<file path="config.mk">
export PLATFORM = sky130hd
export DESIGN_NAME = xyds_word_sequencer
export DESIGN_NICKNAME = d
export VERILOG_FILES = /design/src/xyds_word_sequencer.v
export VERILOG_INCLUDE_DIRS = /design/src
export SDC_FILE = /design/constraint.sdc
export NUM_CORES = 1
export LEC_CHECK = 0
export BUFFER_PORTS_ARGS = -buffer_cell sky130_fd_sc_hd__buf_2
export CORE_MARGIN = 8
export CORE_UTILIZATION = 45
export CTS_CLUSTER_DIAMETER = 60
export DETAILED_ROUTE_END_ITERATION = 8
export PLACE_DENSITY = 0.77
export SLEW_MARGIN = 30
export SYNTH_ARGS = -nofsm -noshare
export SYNTH_HDL_FRONTEND = slang
export SYNTH_SLANG_ARGS = --single-unit
</file>
<file path="constraint.sdc">
create_clock -name clk_i -period 2.2 [get_ports clk_i]
set_clock_uncertainty 0.1 [all_clocks]
set_input_delay 0 -clock clk_i [delete_from_list [all_inputs] [get_ports clk_i]]
set_output_delay 0 -clock clk_i [all_outputs]
set_load 0.005 [all_outputs]
</file>
<file path="src/xyds_regs.vh">
// xyds_regs.vh: register map, field positions, reset values and timing constants
// for the xy display word sequencer. definitions only; included by the top module.
`ifndef XYDS_REGS_VH
`define XYDS_REGS_VH

// ==========================================================================
// register byte offsets (one aligned 32-bit word each)
// ==========================================================================
`define XYDS_OFS_WORD 5'h00
`define XYDS_OFS_STATUS 5'h04
`define XYDS_OFS_CTRL 5'h08
`define XYDS_OFS_PANEL 5'h0c
`define XYDS_OFS_COORD 5'h10

// ==========================================================================
// status fields
// ==========================================================================
`define XYDS_ST_READY 0
`define XYDS_ST_BEAM 1
`define XYDS_ST_CNT_LO 2
`define XYDS_ST_CNT_HI 3
`define XYDS_ST_STALL 4

// ==========================================================================
// control fields and reset value
// ==========================================================================
`define XYDS_CT_TYPE_LO 0
`define XYDS_CT_TYPE_HI 1
`define XYDS_CT_COMPLEX 2
`define XYDS_CT_PLOT 3
`define XYDS_CT_ARM 4
`define XYDS_CT_MK8 5
`define XYDS_CT_MK32 6
`define XYDS_CT_SW_LO 8
`define XYDS_CT_SW_HI 15
`define XYDS_CTRL_RST 16'h0000

// display type encodings
`define XYDS_TYPE_CONTINUOUS_XY_TYPE 2'h0
`define XYDS_TYPE_POINT 2'h1
`define XYDS_TYPE_BAR 2'h2

// word counter values
`define XYDS_CNT_ZERO 2'h0
`define XYDS_CNT_ONE 2'h1
`define XYDS_CNT_X 2'h2
`define XYDS_CNT_Y 2'h3

// ==========================================================================
// timing, in nanoseconds at a 10 MHz clock (period 100 ns)
// ==========================================================================
`define XYDS_CLK_NS 100
`define XYDS_WORD_NS 35000
`define XYDS_PT_WAIT_NS 25000
`define XYDS_PT_ON_NS 10000
`define XYDS_WORD_CYC (`XYDS_WORD_NS / `XYDS_CLK_NS)
`define XYDS_PT_WAIT_CYC ((`XYDS_PT_WAIT_NS + `XYDS_CLK_NS - 1) / `XYDS_CLK_NS)
`define XYDS_PT_ON_CYC (`XYDS_PT_ON_NS / `XYDS_CLK_NS)

// midscale code of an 11-bit converter
`define XYDS_MID_SCALE 11'h400

`endif

</file>
<file path="src/xyds_word_sequencer.v">
// xyds_word_sequencer.v: word sequencing and beam timing of the xy display unit.
// assumes one 10 MHz clock, a synchronous active-high reset, a classic wishbone
// master for the registers, and panel/plotter inputs already synchronous.
`timescale 1ns/10ps

`include "xyds_regs.vh"

module xyds_word_sequencer #(
    parameter WORD_CYC = `XYDS_WORD_CYC,
    parameter PT_WAIT_CYC = `XYDS_PT_WAIT_CYC,
    parameter PT_ON_CYC = `XYDS_PT_ON_CYC
) (
    input wire clk_i,
    input wire rst_i,
    input wire wb_cyc_i,
    input wire wb_stb_i,
    input wire wb_we_i,
    input wire [4:0] wb_adr_i,
    input wire [3:0] wb_sel_i,
    input wire [31:0] wb_dat_i,
    output reg [31:0] wb_dat_o,
    output reg wb_ack_o,
    input wire plot_done_pulse_i,
    output reg [10:0] x_dac_o,
    output reg [10:0] y_dac_o,
    output reg beam_on_o,
    output reg marker_o,
    output reg word_ready_flag_o
);

    // ======================================================================
    // states (one-hot)
    // ======================================================================
    localparam [3:0] ST_IDLE = 4'b0001;
    localparam [3:0] ST_WAIT = 4'b0010;
    localparam [3:0] ST_ARM = 4'b0100;
    localparam [3:0] ST_PLOT = 4'b1000;

    reg [3:0] state_ff;
    reg [1:0] cnt_ff;
    reg [15:0] ctrl_ff;
    reg [15:0] panel1_ff;
    reg [15:0] panel2_ff;
    reg [10:0] x_hold_ff;
    reg [7:0] sw_cap_ff;
    reg [15:0] timer_ff;
    reg [4:0] mark_ff;
    reg [3:0] nxt_state;

    // ======================================================================
    // decode helpers
    // ======================================================================
    function hit;
        input [4:0] adr;
        input [4:0] ofs;
        begin
            hit = (adr[4:2] == ofs[4:2]);
        end
    endfunction

    wire req = wb_cyc_i & wb_stb_i & ~wb_ack_o;
    wire wr = req & wb_we_i;
    wire [1:0] dtype = ctrl_ff[`XYDS_CT_TYPE_HI:`XYDS_CT_TYPE_LO];
    wire complex_mode = ctrl_ff[`XYDS_CT_COMPLEX];
    wire plot_sel = ctrl_ff[`XYDS_CT_PLOT];
    wire arm_sel = ctrl_ff[`XYDS_CT_ARM];
    wire continuous_xy_type = (dtype == `XYDS_TYPE_CONTINUOUS_XY_TYPE);
    // complex mode forces point behaviour over bar
    wire point_type = (dtype == `XYDS_TYPE_POINT) | (complex_mode & ~continuous_xy_type);
    wire bar_type = ~continuous_xy_type & ~point_type;
    wire word_count_is_zero = (cnt_ff == `XYDS_CNT_ZERO);
    wire word_count_is_x = (cnt_ff == `XYDS_CNT_X);
    wire word_count_is_y = (cnt_ff == `XYDS_CNT_Y);
    wire marker_every_eighth = ctrl_ff[`XYDS_CT_MK8];
    wire marker_every_thirty_second = ctrl_ff[`XYDS_CT_MK32];

    // a word write counts as an encode strobe only while ready is up
    wire strobe = wr & hit(wb_adr_i, `XYDS_OFS_WORD) & (&wb_sel_i[1:0])
        & word_ready_flag_o & state_ff[0];
    wire [15:0] word = wb_dat_i[15:0];
    wire first_word = ~word[0];
    wire [1:0] nxt_cnt = first_word ? `XYDS_CNT_ZERO :
        (word_count_is_y ? `XYDS_CNT_X : cnt_ff + 2'h1);

    wire timer_done = (timer_ff == 16'h0000);

    // ======================================================================
    // sequencer state machine
    // ======================================================================
    always @* begin
        nxt_state = state_ff;
        case (state_ff)
            ST_IDLE: begin
                if (strobe) begin
                    nxt_state = ST_WAIT;
                end
            end
            ST_WAIT: begin
                if (timer_done) begin
                    if (word_count_is_zero & plot_sel) begin
                        nxt_state = ST_ARM;
                    end else if (word_count_is_y & plot_sel & arm_sel) begin
                        nxt_state = ST_PLOT;
                    end else begin
                        nxt_state = ST_IDLE;
                    end
                end
            end
            ST_ARM: begin
                if (arm_sel) begin
                    nxt_state = ST_IDLE;
                end
            end
            ST_PLOT: begin
                if (plot_done_pulse_i) begin
                    nxt_state = ST_IDLE;
                end
            end
            default: begin
                nxt_state = ST_IDLE;
            end
        endcase
    end

    wire release_ready = (nxt_state == ST_IDLE) & ~state_ff[0];

    always @(posedge clk_i) begin
        if (rst_i) begin
            state_ff <= ST_IDLE;
            cnt_ff <= `XYDS_CNT_ZERO;
            word_ready_flag_o <= 1'b1;
            timer_ff <= 16'h0000;
            sw_cap_ff <= 8'h00;
        end else begin
            state_ff <= nxt_state;
            if (strobe) begin
                word_ready_flag_o <= 1'b0;
                cnt_ff <= nxt_cnt;
                timer_ff <= WORD_CYC[15:0] - 16'h0001;
            end else if (!timer_done) begin
                timer_ff <= timer_ff - 16'h0001;
            end
            if (release_ready) begin
                word_ready_flag_o <= 1'b1;
                sw_cap_ff <= ctrl_ff[`XYDS_CT_SW_HI:`XYDS_CT_SW_LO];
            end
        end
    end

    // ======================================================================
    // word storage and converters
    // ======================================================================
    always @(posedge clk_i) begin
        if (rst_i) begin
            panel1_ff <= 16'h0000;
            panel2_ff <= 16'h0000;
            x_hold_ff <= 11'h000;
            x_dac_o <= 11'h000;
            y_dac_o <= `XYDS_MID_SCALE;
        end else if (strobe) begin
            if (first_word) begin
                panel1_ff <= {word[15:1], 1'b0};
            end else if (word_count_is_zero) begin
                panel2_ff <= {word[15:1], 1'b0};
            end else if (word_count_is_x) begin
                // vertical goes straight out; held x joins it in continuous type
                y_dac_o <= word[15:5];
                if (continuous_xy_type) begin
                    x_dac_o <= x_hold_ff;
                end
            end else begin
                x_hold_ff <= word[15:5];
                if (!continuous_xy_type) begin
                    x_dac_o <= word[15:5];
                end
            end
        end else if (state_ff[1] && timer_done && word_count_is_y && bar_type) begin
            y_dac_o <= `XYDS_MID_SCALE;
        end
    end

    // ======================================================================
    // beam unblanking and markers
    // ======================================================================
    // elapsed time since the vertical load, used for the point window
    wire [15:0] elapsed = WORD_CYC[15:0] - 16'h0001 - timer_ff;
    // window is judged one cycle ahead because beam_on_o is registered; this keeps
    // the full on-time inside the interval even when wait plus on fills all of it
    wire [15:0] elapsed_nxt = elapsed + 16'h0001;
    wire pt_window = (elapsed_nxt >= PT_WAIT_CYC[15:0])
        & (elapsed_nxt < PT_WAIT_CYC[15:0] + PT_ON_CYC[15:0]);
    wire y_active = state_ff[1] & word_count_is_y & ~timer_done;
    // mark_ff already counts the point on show, so the eighth point sees a count of 8
    wire mark_hit = marker_every_thirty_second ? (mark_ff == 5'h00) :
        (marker_every_eighth & (mark_ff[2:0] == 3'h0));

    always @(posedge clk_i) begin
        if (rst_i) begin
            beam_on_o <= 1'b0;
            marker_o <= 1'b0;
            mark_ff <= 5'h00;
        end else begin
            if (y_active) begin
                beam_on_o <= point_type ? pt_window : 1'b1;
            end else begin
                beam_on_o <= 1'b0;
            end
            marker_o <= y_active & mark_hit;
            if (strobe & first_word) begin
                mark_ff <= 5'h00;
            end else if (strobe & word_count_is_x) begin
                mark_ff <= mark_ff + 5'h01;
            end
        end
    end

    // ======================================================================
    // wishbone slave: single wait-free ack one cycle after request
    // ======================================================================
    always @(posedge clk_i) begin
        if (rst_i) begin
            ctrl_ff <= `XYDS_CTRL_RST;
            wb_ack_o <= 1'b0;
            wb_dat_o <= 32'h00000000;
        end else begin
            wb_ack_o <= req;
            if (wr & hit(wb_adr_i, `XYDS_OFS_CTRL)) begin
                if (wb_sel_i[0]) begin
                    ctrl_ff[7:0] <= wb_dat_i[7:0];
                end
                if (wb_sel_i[1]) begin
                    ctrl_ff[15:8] <= wb_dat_i[15:8];
                end
            end
            wb_dat_o <= 32'h00000000;
            if (req & ~wb_we_i) begin
                if (hit(wb_adr_i, `XYDS_OFS_STATUS)) begin
                    wb_dat_o <= {24'h000000, sw_cap_ff} << 8 |
                        {27'h0000000, ~state_ff[0] & ~state_ff[1], cnt_ff,
                         beam_on_o, word_ready_flag_o};
                end else if (hit(wb_adr_i, `XYDS_OFS_CTRL)) begin
                    wb_dat_o <= {16'h0000, ctrl_ff};
                end else if (hit(wb_adr_i, `XYDS_OFS_PANEL)) begin
                    wb_dat_o <= {panel2_ff, panel1_ff};
                end else if (hit(wb_adr_i, `XYDS_OFS_COORD)) begin
                    wb_dat_o <= {5'h00, y_dac_o, 5'h00, x_dac_o};
                end
            end
        end
    end

endmodule // xyds_word_sequencer

</file>
==> results of run 1 <==
==> cells in the final DEF, fill, tap and decap left out, types with 4 or more instances in the layout <==
master and count:
a222oi_1 5, nor3_4 4, nor3_1 16, mux2i_1 55, xnor2_1 9, nor2b_1 5, nor2_1 103, dlygate4sd3_1 25
mux2_2 6, xor2_1 10, nor4_1 5, nand3_1 28, inv_1 14, a21oi_1 63, clkbuf_16 17, a22oi_1 26
a211oi_1 12, nand2b_1 25, buf_2 84, a31oi_1 5, or3_1 6, nand4_1 6, buf_4 58, and2_1 5
dfxtp_1 147, o21ai_0 6, nand2_1 66, ha_1 4
==> metal layers <==
metal,part of all wire,vias up
met5,0,-
met4,0.030,0
met3,0.070,39
met2,0.45,230
met1,0.45,2733
li1,-,2846
==> cells by family after synthesis <==
logic type      after synthesis  share of synthesized area
compound gates              139                      0.139
xor+xnor                     19                     0.0259
fa+ha+maj                     5                    0.00975
buf+inv                      63                     0.0396
flops                       150                      0.468
mux                          61                     0.0964
simple gates                294                      0.222
==> worst max-delay path: stages, from the launching register on <==
cell and delay [ns]:
dfxtp_2 0.32, nand3b_4 0.15, or4_4 0.52, or4_4 0.45, o21ai_4 0.11, a221oi_4 0.14, a211o_1 0.25
==> what timing repair did <==
| item | in CTS | in global routing |
|---|---|---|
| buffers inserted | 1 | 1 |
| gates cloned | 1 | 1 |
| endpoints found under the hold margin | 80 | 0 |
| resized for setup | 5 | 15 |
| hold buffers | 25 | 0 |
| setup endpoints to repair | 15 | 23 |
| pin swaps | 1 | 5 |
==> cell usage after synthesis, types with 2 or more instances <==
master | count | area share
buf_4 | 2 | 0.0023
mux2i_1 | 55 | 0.086
mux2_2 | 6 | 0.011
nor4b_1 | 2 | 0.0027
a21o_1 | 2 | 0.0023
a21oi_1 | 64 | 0.050
a211oi_1 | 13 | 0.015
and2_1 | 5 | 0.0049
o21ai_0 | 6 | 0.0047
o211ai_1 | 2 | 0.0023
a22oi_1 | 26 | 0.030
nand3_1 | 29 | 0.023
and3_1 | 3 | 0.0029
nand4_1 | 6 | 0.0059
nand2b_1 | 25 | 0.024
nand3b_1 | 3 | 0.0035
a222oi_1 | 5 | 0.0078
or3_1 | 6 | 0.0059
inv_1 | 14 | 0.0082
a31oi_1 | 5 | 0.0049
nor2b_1 | 5 | 0.0049
xor2_1 | 10 | 0.014
ha_1 | 5 | 0.0098
buf_1 | 3 | 0.0018
buf_2 | 2 | 0.0016
nor4_1 | 5 | 0.0049
o22ai_1 | 4 | 0.0039
nor3_2 | 2 | 0.0031
nor3b_1 | 2 | 0.0023
nor2_1 | 104 | 0.061
nand2_1 | 66 | 0.039
nor3_1 | 19 | 0.015
or4_1 | 2 | 0.0023
dfxtp_1 | 150 | 0.47
clkbuf_1 | 41 | 0.024
xnor2_1 | 9 | 0.012
==> flip-flops by register name (all words and copies together), names as in the netlist <==
| register | flops |
|---|---|
| wb_dat_o | 32 |
| ctrl_ff | 16 |
| timer_ff | 16 |
| panel1_ff | 15 |
| panel2_ff | 15 |
| x_dac_o | 11 |
| x_hold_ff | 11 |
| y_dac_o | 11 |
| sw_cap_ff | 8 |
| mark_ff | 5 |
| state_ff | 4 |
| cnt_ff | 2 |
| beam_on_o | 1 |
| marker_o | 1 |
| wb_ack_o | 1 |
| word_ready_flag_o | 1 |
==> path summary, 6_finish.rpt <==
check | to | start | cells after the start
max | word_ready_flag_o | wb_ack_o | 6
min | wb_dat_o[10] | wb_adr_i[4] | 5
max reg2reg | word_ready_flag_o | wb_ack_o | 6
min reg2reg | panel1_ff[3] | panel1_ff[3] | 2
==> metrics by stage <==
step                setup slack, ns  TNS (ns)
CTS                          0.0178         0
global route                -0.0120   -0.0398
global placement            -0.0615    -0.465
floorplan                   -0.0133   -0.0133
detailed placement           -0.136    -0.934
finish                       0.0344         0
==> report_power, final <==
| part | switching [mW] | internal [mW] | total [mW] |
|---|---|---|---|
| clock | 1.19 | 1.61 | 2.79 |
| combinational | 1.16 | 0.969 | 2.13 |
| sequential | 0.105 | 2.84 | 2.94 |
| total | 2.45 | 5.41 | 7.86 |
==> area by class of cell <==
class | instances | area [sq um] | area share
repair buffers | 171 | 1170 | 0.141
flip-flops and latches | 150 | 3010 | 0.362
well taps | 180 | 225 | 0.0271
multi-input cells | 519 | 3280 | 0.395
clock inverters | 12 | 121 | 0.0146
clock buffers | 20 | 447 | 0.0538
inverters | 14 | 52.6 | 0.00633
==> impl_results.md, run 1 <==
- Initial antenna violation count: 0
- Site row count: 43
- P per Cell Area: 948 mW/mm^2
- First-pass GRT wire length: 29500 um
- Number of synthesized flops with an enable pin: 0
- Ratio of cells with drive above 1 in the final layout: 0.233
- Area post-placement: 0.00733 sq mm
- Lkg Pwr: roughly 3.5 nW
- Max Freq: 462 MHz
- Initial DRC Count: ~560
- Total CTS buffers: 17
- Io pins: 105
- Vias in the first global route: roughly 5600
- Worst rel slew slack: 0.564
- Vias post-DR: just under 6000
- Main synth FF type: dfxtp_1
- CP Max Fanout: 5
- Worst hold path class: input port to flop
- Critical path required time: 2.41 ns
- FFs w/ async S/R, synth: 0
- Met3 track demand over resource: 0.0571
- Area of the die: between 0.015 and 0.02 sq mm
- Unique masters post-synth: 59
- Final worst-path cycle share: 0.984
- Crit path DAT: 2.38 ns
- Post-synthesis sequential area ratio: 0.468
- P&R area growth vs syn: 29.4%
- Port Buffer Count: 84
- Max VDD drop: between 500 and 600 uV
- Routed Wire Length: about 19000 um
- Final Util: 0.598
- Sink Count: 150
- GPL Wtd Cong: about 0.91
- Crit end category: flop
- Inst Count DP: between 1000 and 1500
- Worst Max-Slew Pin Slew: between 0.6 and 0.7 ns
- Final net count: a little over 900
- Total GRT Usage: 0.202
- Syn Area/Cell: 8.77 sq um
- Synth Instances: ~730
- DRT Pass-1 Iters: 7
- Startpoint types: flop
- Core area: 0.0139 sq mm
- Die Span Y: around 140 um
- # fillers: roughly 1200
- Synth Register Bits: 150
- Ys Warns: 0
- Post-route cell area: approximately 0.0083 sq mm
- Final Power: slightly below 8 mW
- Critical path class: flop to flop
- Routed wire per std cell: about 18 um
- Min Hold Slack: about 0.022 ns
- CTS max path bufs: 2
- Met2 Track Usage GR: 0.303
- Vias/cell: 5.49
- RSZ-0062 raised after global routing: true
- Post-route ant nets: 0
- Met1 usage: 0.266
- Max-slew violations: 0
- Worst-Skew Late Latency: approximately 0.43 ns
- Largest net degree at the start of global routing: between 60 and 70
- Hpwl dp: about 12000 um
- Status: complete, no violations
- Min Tclk post-route: ~2.2 ns
- Clock slew at reported path FFs: about 0.060 ns
- Diode count: 0
- H-Tree Depth: 4
- Detailed-route DRC error count: 0
- Mapped Area: about 0.0064 sq mm
- Total grt overflow: 0
- Fin. Hold Viols: 0
- Layer with the highest usage: met2
- Final setup vio count: 0
- CTS tree: done
- Starting Density: 0.462
- Die width: 135 um
- Clk root buf: clkbuf_16
- Synthesized Nets: roughly 800
- Worst R2R Setup Slack: 0.03 ns
- Post-route insts no fill: 1066
- Max Cap Violations: 0
Power figures use the tool's default switching activity.
==> inputs of run 2 (changes only) <==
--- a/config.mk
+++ b/config.mk
@@ -8,10 +8,10 @@
 export LEC_CHECK = 0
 export BUFFER_PORTS_ARGS = -buffer_cell sky130_fd_sc_hd__buf_2
 export CORE_MARGIN = 8
-export CORE_UTILIZATION = 45
+export CORE_UTILIZATION = 56
 export CTS_CLUSTER_DIAMETER = 60
 export DETAILED_ROUTE_END_ITERATION = 8
-export PLACE_DENSITY = 0.77
+export PLACE_DENSITY = 0.87
 export SLEW_MARGIN = 30
 export SYNTH_ARGS = -nofsm -noshare
 export SYNTH_HDL_FRONTEND = slang
==> constraint.sdc (replaced) <==
create_clock -name clk_i -period 2.4 [get_ports clk_i]
set_clock_uncertainty 0.1 [all_clocks]
set_input_delay 0 -clock clk_i [delete_from_list [all_inputs] [get_ports clk_i]]
set_output_delay 0 -clock clk_i [all_outputs]
set_load 0.005 [all_outputs]
==> run 2 against run 1 <==
  * Sequential share of layout area is 1.9 points higher
  * Global-route usage is 3.3 points higher
  * Count of clock-buffer cells in the layout stayed put
  * Hold slack better by 0.030 ns
  * Non-clock buffer count is 31 lower
  * Wire length is 3.8% lower
  * Core utilization is 9.8 points higher
  * Largest cell class unchanged
  * Highest routed layer unchanged
==> impl_results.md, run 2 (synthesis gave the netlist of run 1 again) <==
- Critical path class: flop to flop
- Critical path required time: 2.63 ns (+0.22 ns)
- Clock slew at reported path FFs: 0.06 ns (about the same)
- Ratio of cells with drive above 1 in the final layout: 0.191 (-0.0416)
- Detailed-route DRC error count: 0 (unchanged)
- Initial antenna violation count: 0 (unchanged)
- Clock power share: 0.372 (+0.017)
- Routed Wire Length: 18000 um (-3.8%)
- Starting Density: 0.567 (+0.104)
- Most frequent cells in the layout: dfxtp_1 (150), nor2_1 (104), buf_2 (83), nand2_1 (66), a21oi_1 (64)
- Largest net degree at the start of global routing: 63 (-3.1%)
- Fin. Hold Viols: 0 (unchanged)
- Area of the die: 0.0151 sq mm (-17%)
- Status: complete, no violations
- Die Span Y: 123 um (-9.1%)
- CP startpoint: wb_ack_o
- Min Tclk post-route: 2.32 ns (+0.158 ns)
- Largest register FFs: 32 (unchanged)
- Worst Max-Slew Pin Slew: 0.633 ns (-0.0216 ns)
- Vias post-DR: 5946 (+1.7%)
- Worst rel slew slack: 0.578 (+0.0144)
- Switching portion of total power: 0.309 (-0.00225)
- Final setup TNS: 0 ns (unchanged)
- Post-route insts no fill: 997 (-6.5%)
- Final worst-path cycle share: 0.968 (-0.0163)
- Final setup vio count: 0 (unchanged)
- Initial DRC Count: 704 (+25%)
- CTS max path bufs: 2 (unchanged)
- # fillers: 817 (-32%)
- Final Util: 0.696 (+0.0985)
- Critical-path top delay cell: or4_4
- Vias/cell: 5.96 (+8.7%)
- First-pass GRT wire length: 28300 um (-4.0%)
- CP Max Fanout: 8 (+3)
- Total grt overflow: 0 (unchanged)
- Cell-internal power: 4.70 mW (-13%)
- Worst-Skew Late Latency: 0.42 ns (about the same)
- Multi-input logic area: 0.00318 sq mm (-3.0%)
- Inst Count DP: 939 (-6.6%)
- Sink Count: 150 (unchanged)
- Biggest regs: wb_dat_o x32, ctrl_ff x16, timer_ff x16
- Max-slew violations: 0 (unchanged)
- Crit end category: flop
- Startpoint types: flop
- Post-route ant nets: 0 (unchanged)
- Total CTS buffers: 17 (unchanged)
- DRT Pass-1 Iters: 5 (-2)
- Fin worst setup slack: 0.0767 ns (+0.0423 ns)
- Sw power: 2.11 mW (-14%)
- Worst-path cell chain: nand3b_4 -> or4_4 -> or4_1 -> o21ai_2 -> a221oi_2 -> buf_4 -> mux2i_1
- Post-Place Setup Slack: 0.128 ns (+0.264 ns)
- Sequential cell area: 0.00300 sq mm (-0.12%)
- Site row count: 39 (-9.3%)
- Slowest Stage Delay on Critical Path: 0.55 ns (+0.03 ns)
- Diode count: 0 (unchanged)
- Crit path DAT: 2.56 ns (+0.18 ns)
- Comb power frac: 0.216 (-0.054)
- Port Buffer Count: 84 (unchanged)
- Max VDD drop: 524 uV (-4.1%)
- Vias in the first global route: 5586 (-0.69%)
- Hpwl dp: 11600 um (-7.4%)
- Core area: 0.0113 sq mm (-18%)
- P&R area growth vs syn: 22.9%
- Reg with most FFs: wb_dat_o
- Clk root buf: clkbuf_16
- Final Power: 6.81 mW (-13%)
- Final net count: 893 (-3.5%)
- Sequential power share: 0.412 (+0.038)
- P per Cell Area: 864 mW/mm^2 (-8.9%)
- Worst hold path class: input port to flop
- RSZ-0062 raised after global routing: false
- Lkg Pwr: 3.32 nW (-5.6%)
- Die width: 123 um (-9.1%)
- CTS tree: done
- Max Cap Violations: 0 (unchanged)
- H-Tree Depth: 4 (unchanged)
- Worst r2r src: wb_ack_o
- Total GRT Usage: 0.235 (+0.0334)
- Max Freq: 430 MHz (-6.8%)
- Commonest non-fill, non-tap cell in the layout: dfxtp_1
- Io pins: 105 (unchanged)
- Routed wire per std cell: 18.0 um (+2.9%)
- Source of the worst hold timing path: wb_we_i
- GPL Wtd Cong: 0.916 (+1.2%)
==> run 2: changes by cell type in the layout (fill, tap and decap cells not counted), sizes merged <==
cell,delta
a221oi,-1
dlygate4sd3,+1
clkinv,-1
inv,+1
buf,-32
==> run 2: per-stage QoR <==
stage	cell area (sq um)	hold slack (ns)
6_report	7880	0.0526
3_5_place_dp	7040	0.174
5_1_grt	7880	0.0597
2_1_floorplan	6410	0.0360
4_1_cts	7870	0.0232
3_3_place_gp	7040	0.170
==> run 2: worst paths after layout <==
path	to	slack (ns)	cells after the start
min reg2reg	wb_dat_o[29]	0.36	1
max reg2reg	sw_cap_ff[3]	0.08	7
max	sw_cap_ff[3]	0.08	7
min	wb_dat_o[24]	0.05	3
==> run 2: layout make-up <==
| cell class | count | area share |
|---|---|---|
| clock inverters | 12 | 0.0146 |
| clock buffers | 20 | 0.0567 |
| repair buffers | 140 | 0.115 |
| inverters | 14 | 0.00667 |
| multi-input cells | 518 | 0.403 |
| flip-flops and latches | 150 | 0.381 |
| well taps | 143 | 0.0227 |
==> run 2: what timing repair did <==
action | in CTS | in global routing
hold buffers | 26 | 0
hold endpoints to repair | 85 | 0
endpoints found under the setup margin | 0 | 3
gates resized for setup | 0 | 3
buffers inserted | 0 | 0
==> run 2: power groups by stage <==
stage | Sequential, mW | Clock (mW) | Combinational, mW
2_1_floorplan | 2.72 | 0 | 1.13
3_3_place_gp | 2.84 | 0 | 1.31
3_5_place_dp | 2.85 | 0 | 1.36
4_1_cts | 2.80 | 2.54 | 1.42
5_1_grt | 2.83 | 2.66 | 1.61
6_report | 2.80 | 2.53 | 1.47
==> run 2: worst max-delay path, delay by kind of cell, from the launching register on <==
family | cells | cell delay [ns]
buffers and inverters | 1 | 0.22
and+or+nand+nor | 3 | 1.21
AOI/OAI and AO/OA | 2 | 0.21
DFF | 1 | 0.32
muxes | 1 | 0.19
==> run 2: layer usage <==
metal  wire [um]  GRT usage  vias up
met5           0          0        -
met4         330     0.0798        0
met3        1820     0.0699       37
met2        8090      0.364      335
met1        7710      0.309     2800
li1            -          -     2774
==> inputs of run 3 (changes only) <==
--- a/config.mk
+++ b/config.mk
@@ -12,6 +12,7 @@
 export CTS_CLUSTER_DIAMETER = 60
 export DETAILED_ROUTE_END_ITERATION = 8
 export PLACE_DENSITY = 0.87
+export SETUP_SLACK_MARGIN = 0.5
 export SLEW_MARGIN = 30
 export SYNTH_ARGS = -nofsm -noshare
 export SYNTH_HDL_FRONTEND = slang
==> run 3 against run 2 <==
  * The flow now finishes with violations (setup timing)
  * Hold slack better by 0.0085 ns
  * Maximum frequency fell by 9.5%
  * Count of clock-buffer cells in the layout is 1 lower
  * Critical endpoint is now beam_on_o
==> impl_results.md, run 3 (synthesis gave the netlist of run 1 again) <==
- Status: finished, violations left
- Violated checks: setup timing
- P per Cell Area: 942 mW/mm^2 (+9.1%)
- Worst hold path class: input port to flop
- Detailed-route DRC error count: 0 (unchanged)
- Critical-path top delay cell: nor4_1
- Critical path required time: 2.66 ns (+0.03 ns)
- Min Tclk post-route: 2.57 ns (+0.245 ns)
- Io pins: 105 (unchanged)
- Final net count: 937 (+4.9%)
- DRT Pass-1 Iters: 8 (+3)
- Worst-Skew Late Latency: 0.42 ns (about the same)
- Fin. Hold Viols: 0 (unchanged)
- Die Span Y: 123 um (unchanged)
- Clock power share: 0.354 (-0.018)
- Switching portion of total power: 0.328 (+0.0182)
- RSZ-0062 raised after global routing: true
- Final Power: 8.14 mW (+20%)
- Biggest regs: wb_dat_o x32, ctrl_ff x16, timer_ff x16
- Crit path DAT: 2.83 ns (+0.27 ns)
- Max VDD drop: 704 uV (+34%)
- Final setup vio count: 1 (+1)
- Largest net degree at the start of global routing: 75 (+19%)
- Cell-internal power: 5.47 mW (+16%)
- Crit end category: flop
- Fin worst setup slack: -0.168 ns (-0.245 ns)
- CTS max path bufs: 2 (unchanged)
- Comb power frac: 0.306 (+0.090)
- Lkg Pwr: 3.65 nW (+9.9%)
- Startpoint types: flop
- Site row count: 39 (unchanged)
- CP Max Fanout: 13 (+5)
- Ratio of cells with drive above 1 in the final layout: 0.286 (+0.0953)
- Routed Wire Length: 23800 um (+33%)
- Starting Density: 0.567 (unchanged)
- Max Freq: 389 MHz (-9.5%)
- Sink Count: 150 (unchanged)
- GPL Wtd Cong: 0.913 (-0.33%)
- Core area: 0.0113 sq mm (unchanged)
- Final worst-path cycle share: 1.07 (+0.102)
- Vias in the first global route: 6306 (+13%)
- Sw power: 2.67 mW (+27%)
- Sequential power share: 0.340 (-0.072)
- Hold depth: 5 (+2)
- CTS tree: done
- Total CTS buffers: 17 (unchanged)
- Vias/cell: 6.60 (+11%)
- CP top delay family: simple AND/OR/NAND/NOR gates
- Max Cap Violations: 0 (unchanged)
- Port Buffer Count: 84 (unchanged)
- # fillers: 655 (-20%)
- H-Tree Depth: 4 (unchanged)
- Reg-to-reg endpoint: beam_on_o
- Reg with most FFs: wb_dat_o
- Vias post-DR: 6877 (+16%)
- Clock slew at reported path FFs: 0.06 ns (about the same)
- Hpwl dp: 12000 um (+3.7%)
- Total GRT Usage: 0.287 (+0.0514)
- Worst Max-Slew Pin Slew: 0.804 ns (+0.172 ns)
- Post-route ant nets: 0 (unchanged)
- Critical path class: flop to flop
- Worst r2r src: timer_ff[6]
- Max-slew violations: 0 (unchanged)
- Worst R2R Setup Slack: -0.17 ns (-0.25 ns)
- P&R area growth vs syn: 34.7%
- Initial DRC Count: 1107 (+57%)
- Worst rel slew slack: 0.459 (-0.119)
- Total grt overflow: 0 (unchanged)
- Routed wire per std cell: 22.9 um (+27%)
- Die width: 123 um (unchanged)
- Worst path buffer plus inverter count: 1 (unchanged)
- FF-to-FF path depth: 7 (unchanged)
- Initial antenna violation count: 1 (+1)
- WHS Endpoint: state_ff[1]
- Commonest non-fill, non-tap cell in the layout: dfxtp_1
- Most frequent cells in the layout: dfxtp_1 (143), nor2_1 (99), buf_2 (83), nand2_1 (63), buf_4 (63)
- Min Hold Slack: 0.0611 ns (+0.00852 ns)
- Area of the die: 0.0151 sq mm (unchanged)
- Largest register FFs: 32 (unchanged)
- Worst-path cell chain: buf_4 -> o21ai_0 -> o22ai_1 -> nor3_1 -> mux2i_1 -> nor4_1 -> o211a_1
- Clk root buf: clkbuf_16
- Source of the worst hold timing path: wb_cyc_i
- Slowest Stage Delay on Critical Path: 0.72 ns (+0.17 ns)
- First-pass GRT wire length: 33800 um (+19%)
## run 3: how the worst max path moves through the flow
stage            startpoint                 to  slack, ns  cells past startpoint
2_1_floorplan      wb_ack_o  word_ready_flag_o       0.19                      7
3_3_place_gp   timer_ff[11]       sw_cap_ff[4]       0.07                      5
3_5_place_dp   timer_ff[11]       sw_cap_ff[5]       0.01                      5
4_1_cts            wb_ack_o  word_ready_flag_o       0.24                      6
5_1_grt         timer_ff[6]          beam_on_o      -0.35                      7
6_report        timer_ff[6]          beam_on_o      -0.17                      7
## run 3: final cells by class
cell class	count	area (sq um)	area share
multi-input cells	519	3460	0.400
flip-flops and latches	150	3020	0.349
repair buffers	183	1290	0.149
clock buffers	19	443	0.0513
clock inverters	13	194	0.0225
well taps	143	179	0.0207
inverters	14	60.1	0.00695
diodes	1	2.50	0.000290
## run 3: through the flow
| stage | instances | area [sq um] | util | setup TNS, ns | worst slack (ns) |
|---|---|---|---|---|---|
| 2_1_floorplan | 731 | 6450 | - | 0 | 0.187 |
| 3_3_place_gp | 955 | 7200 | 0.636 | 0 | 0.0653 |
| 3_5_place_dp | 955 | 7200 | 0.636 | 0 | 0.0138 |
| 4_1_cts | 1031 | 8390 | 0.741 | 0 | 0.236 |
| 5_1_grt | 1041 | 8640 | 0.763 | -0.353 | -0.353 |
| 6_report | 1042 | 8640 | 0.763 | -0.168 | -0.168 |
## run 3: power groups by stage
stage / Combinational (mW) / Clock, mW / Sequential, mW
6_report: 2.49 / 2.89 / 2.77
3_5_place_dp: 1.62 / 0 / 2.75
4_1_cts: 1.94 / 2.88 / 2.72
5_1_grt: 2.60 / 2.99 / 2.77
2_1_floorplan: 1.18 / 0 / 2.73
3_3_place_gp: 1.58 / 0 / 2.75
## run 3: repair_timing
item	4_1_cts	5_1_grt
gates cloned	2	0
pin swaps	11	15
hold endpoints to repair	87	2
buffers inserted	20	8
hold buffers	22	2
resized for setup	34	41
setup endpoints to repair	49	123
## run 3: per-layer routing
layer	part of all wire	GRT usage	up-vias
met3	0.13	0.0959	206
met1	0.36	0.350	3113
met2	0.44	0.445	678
met5	0.00063	0	-
li1	-	-	2878
met4	0.072	0.146	2
## run 3: tightest hold or removal path, cell delays in order
cell and delay [ns]:
buf_2 0.11, nand3b_4 0.07, or4_4 0.13, or4_4 0.14, a21oi_1 0.07
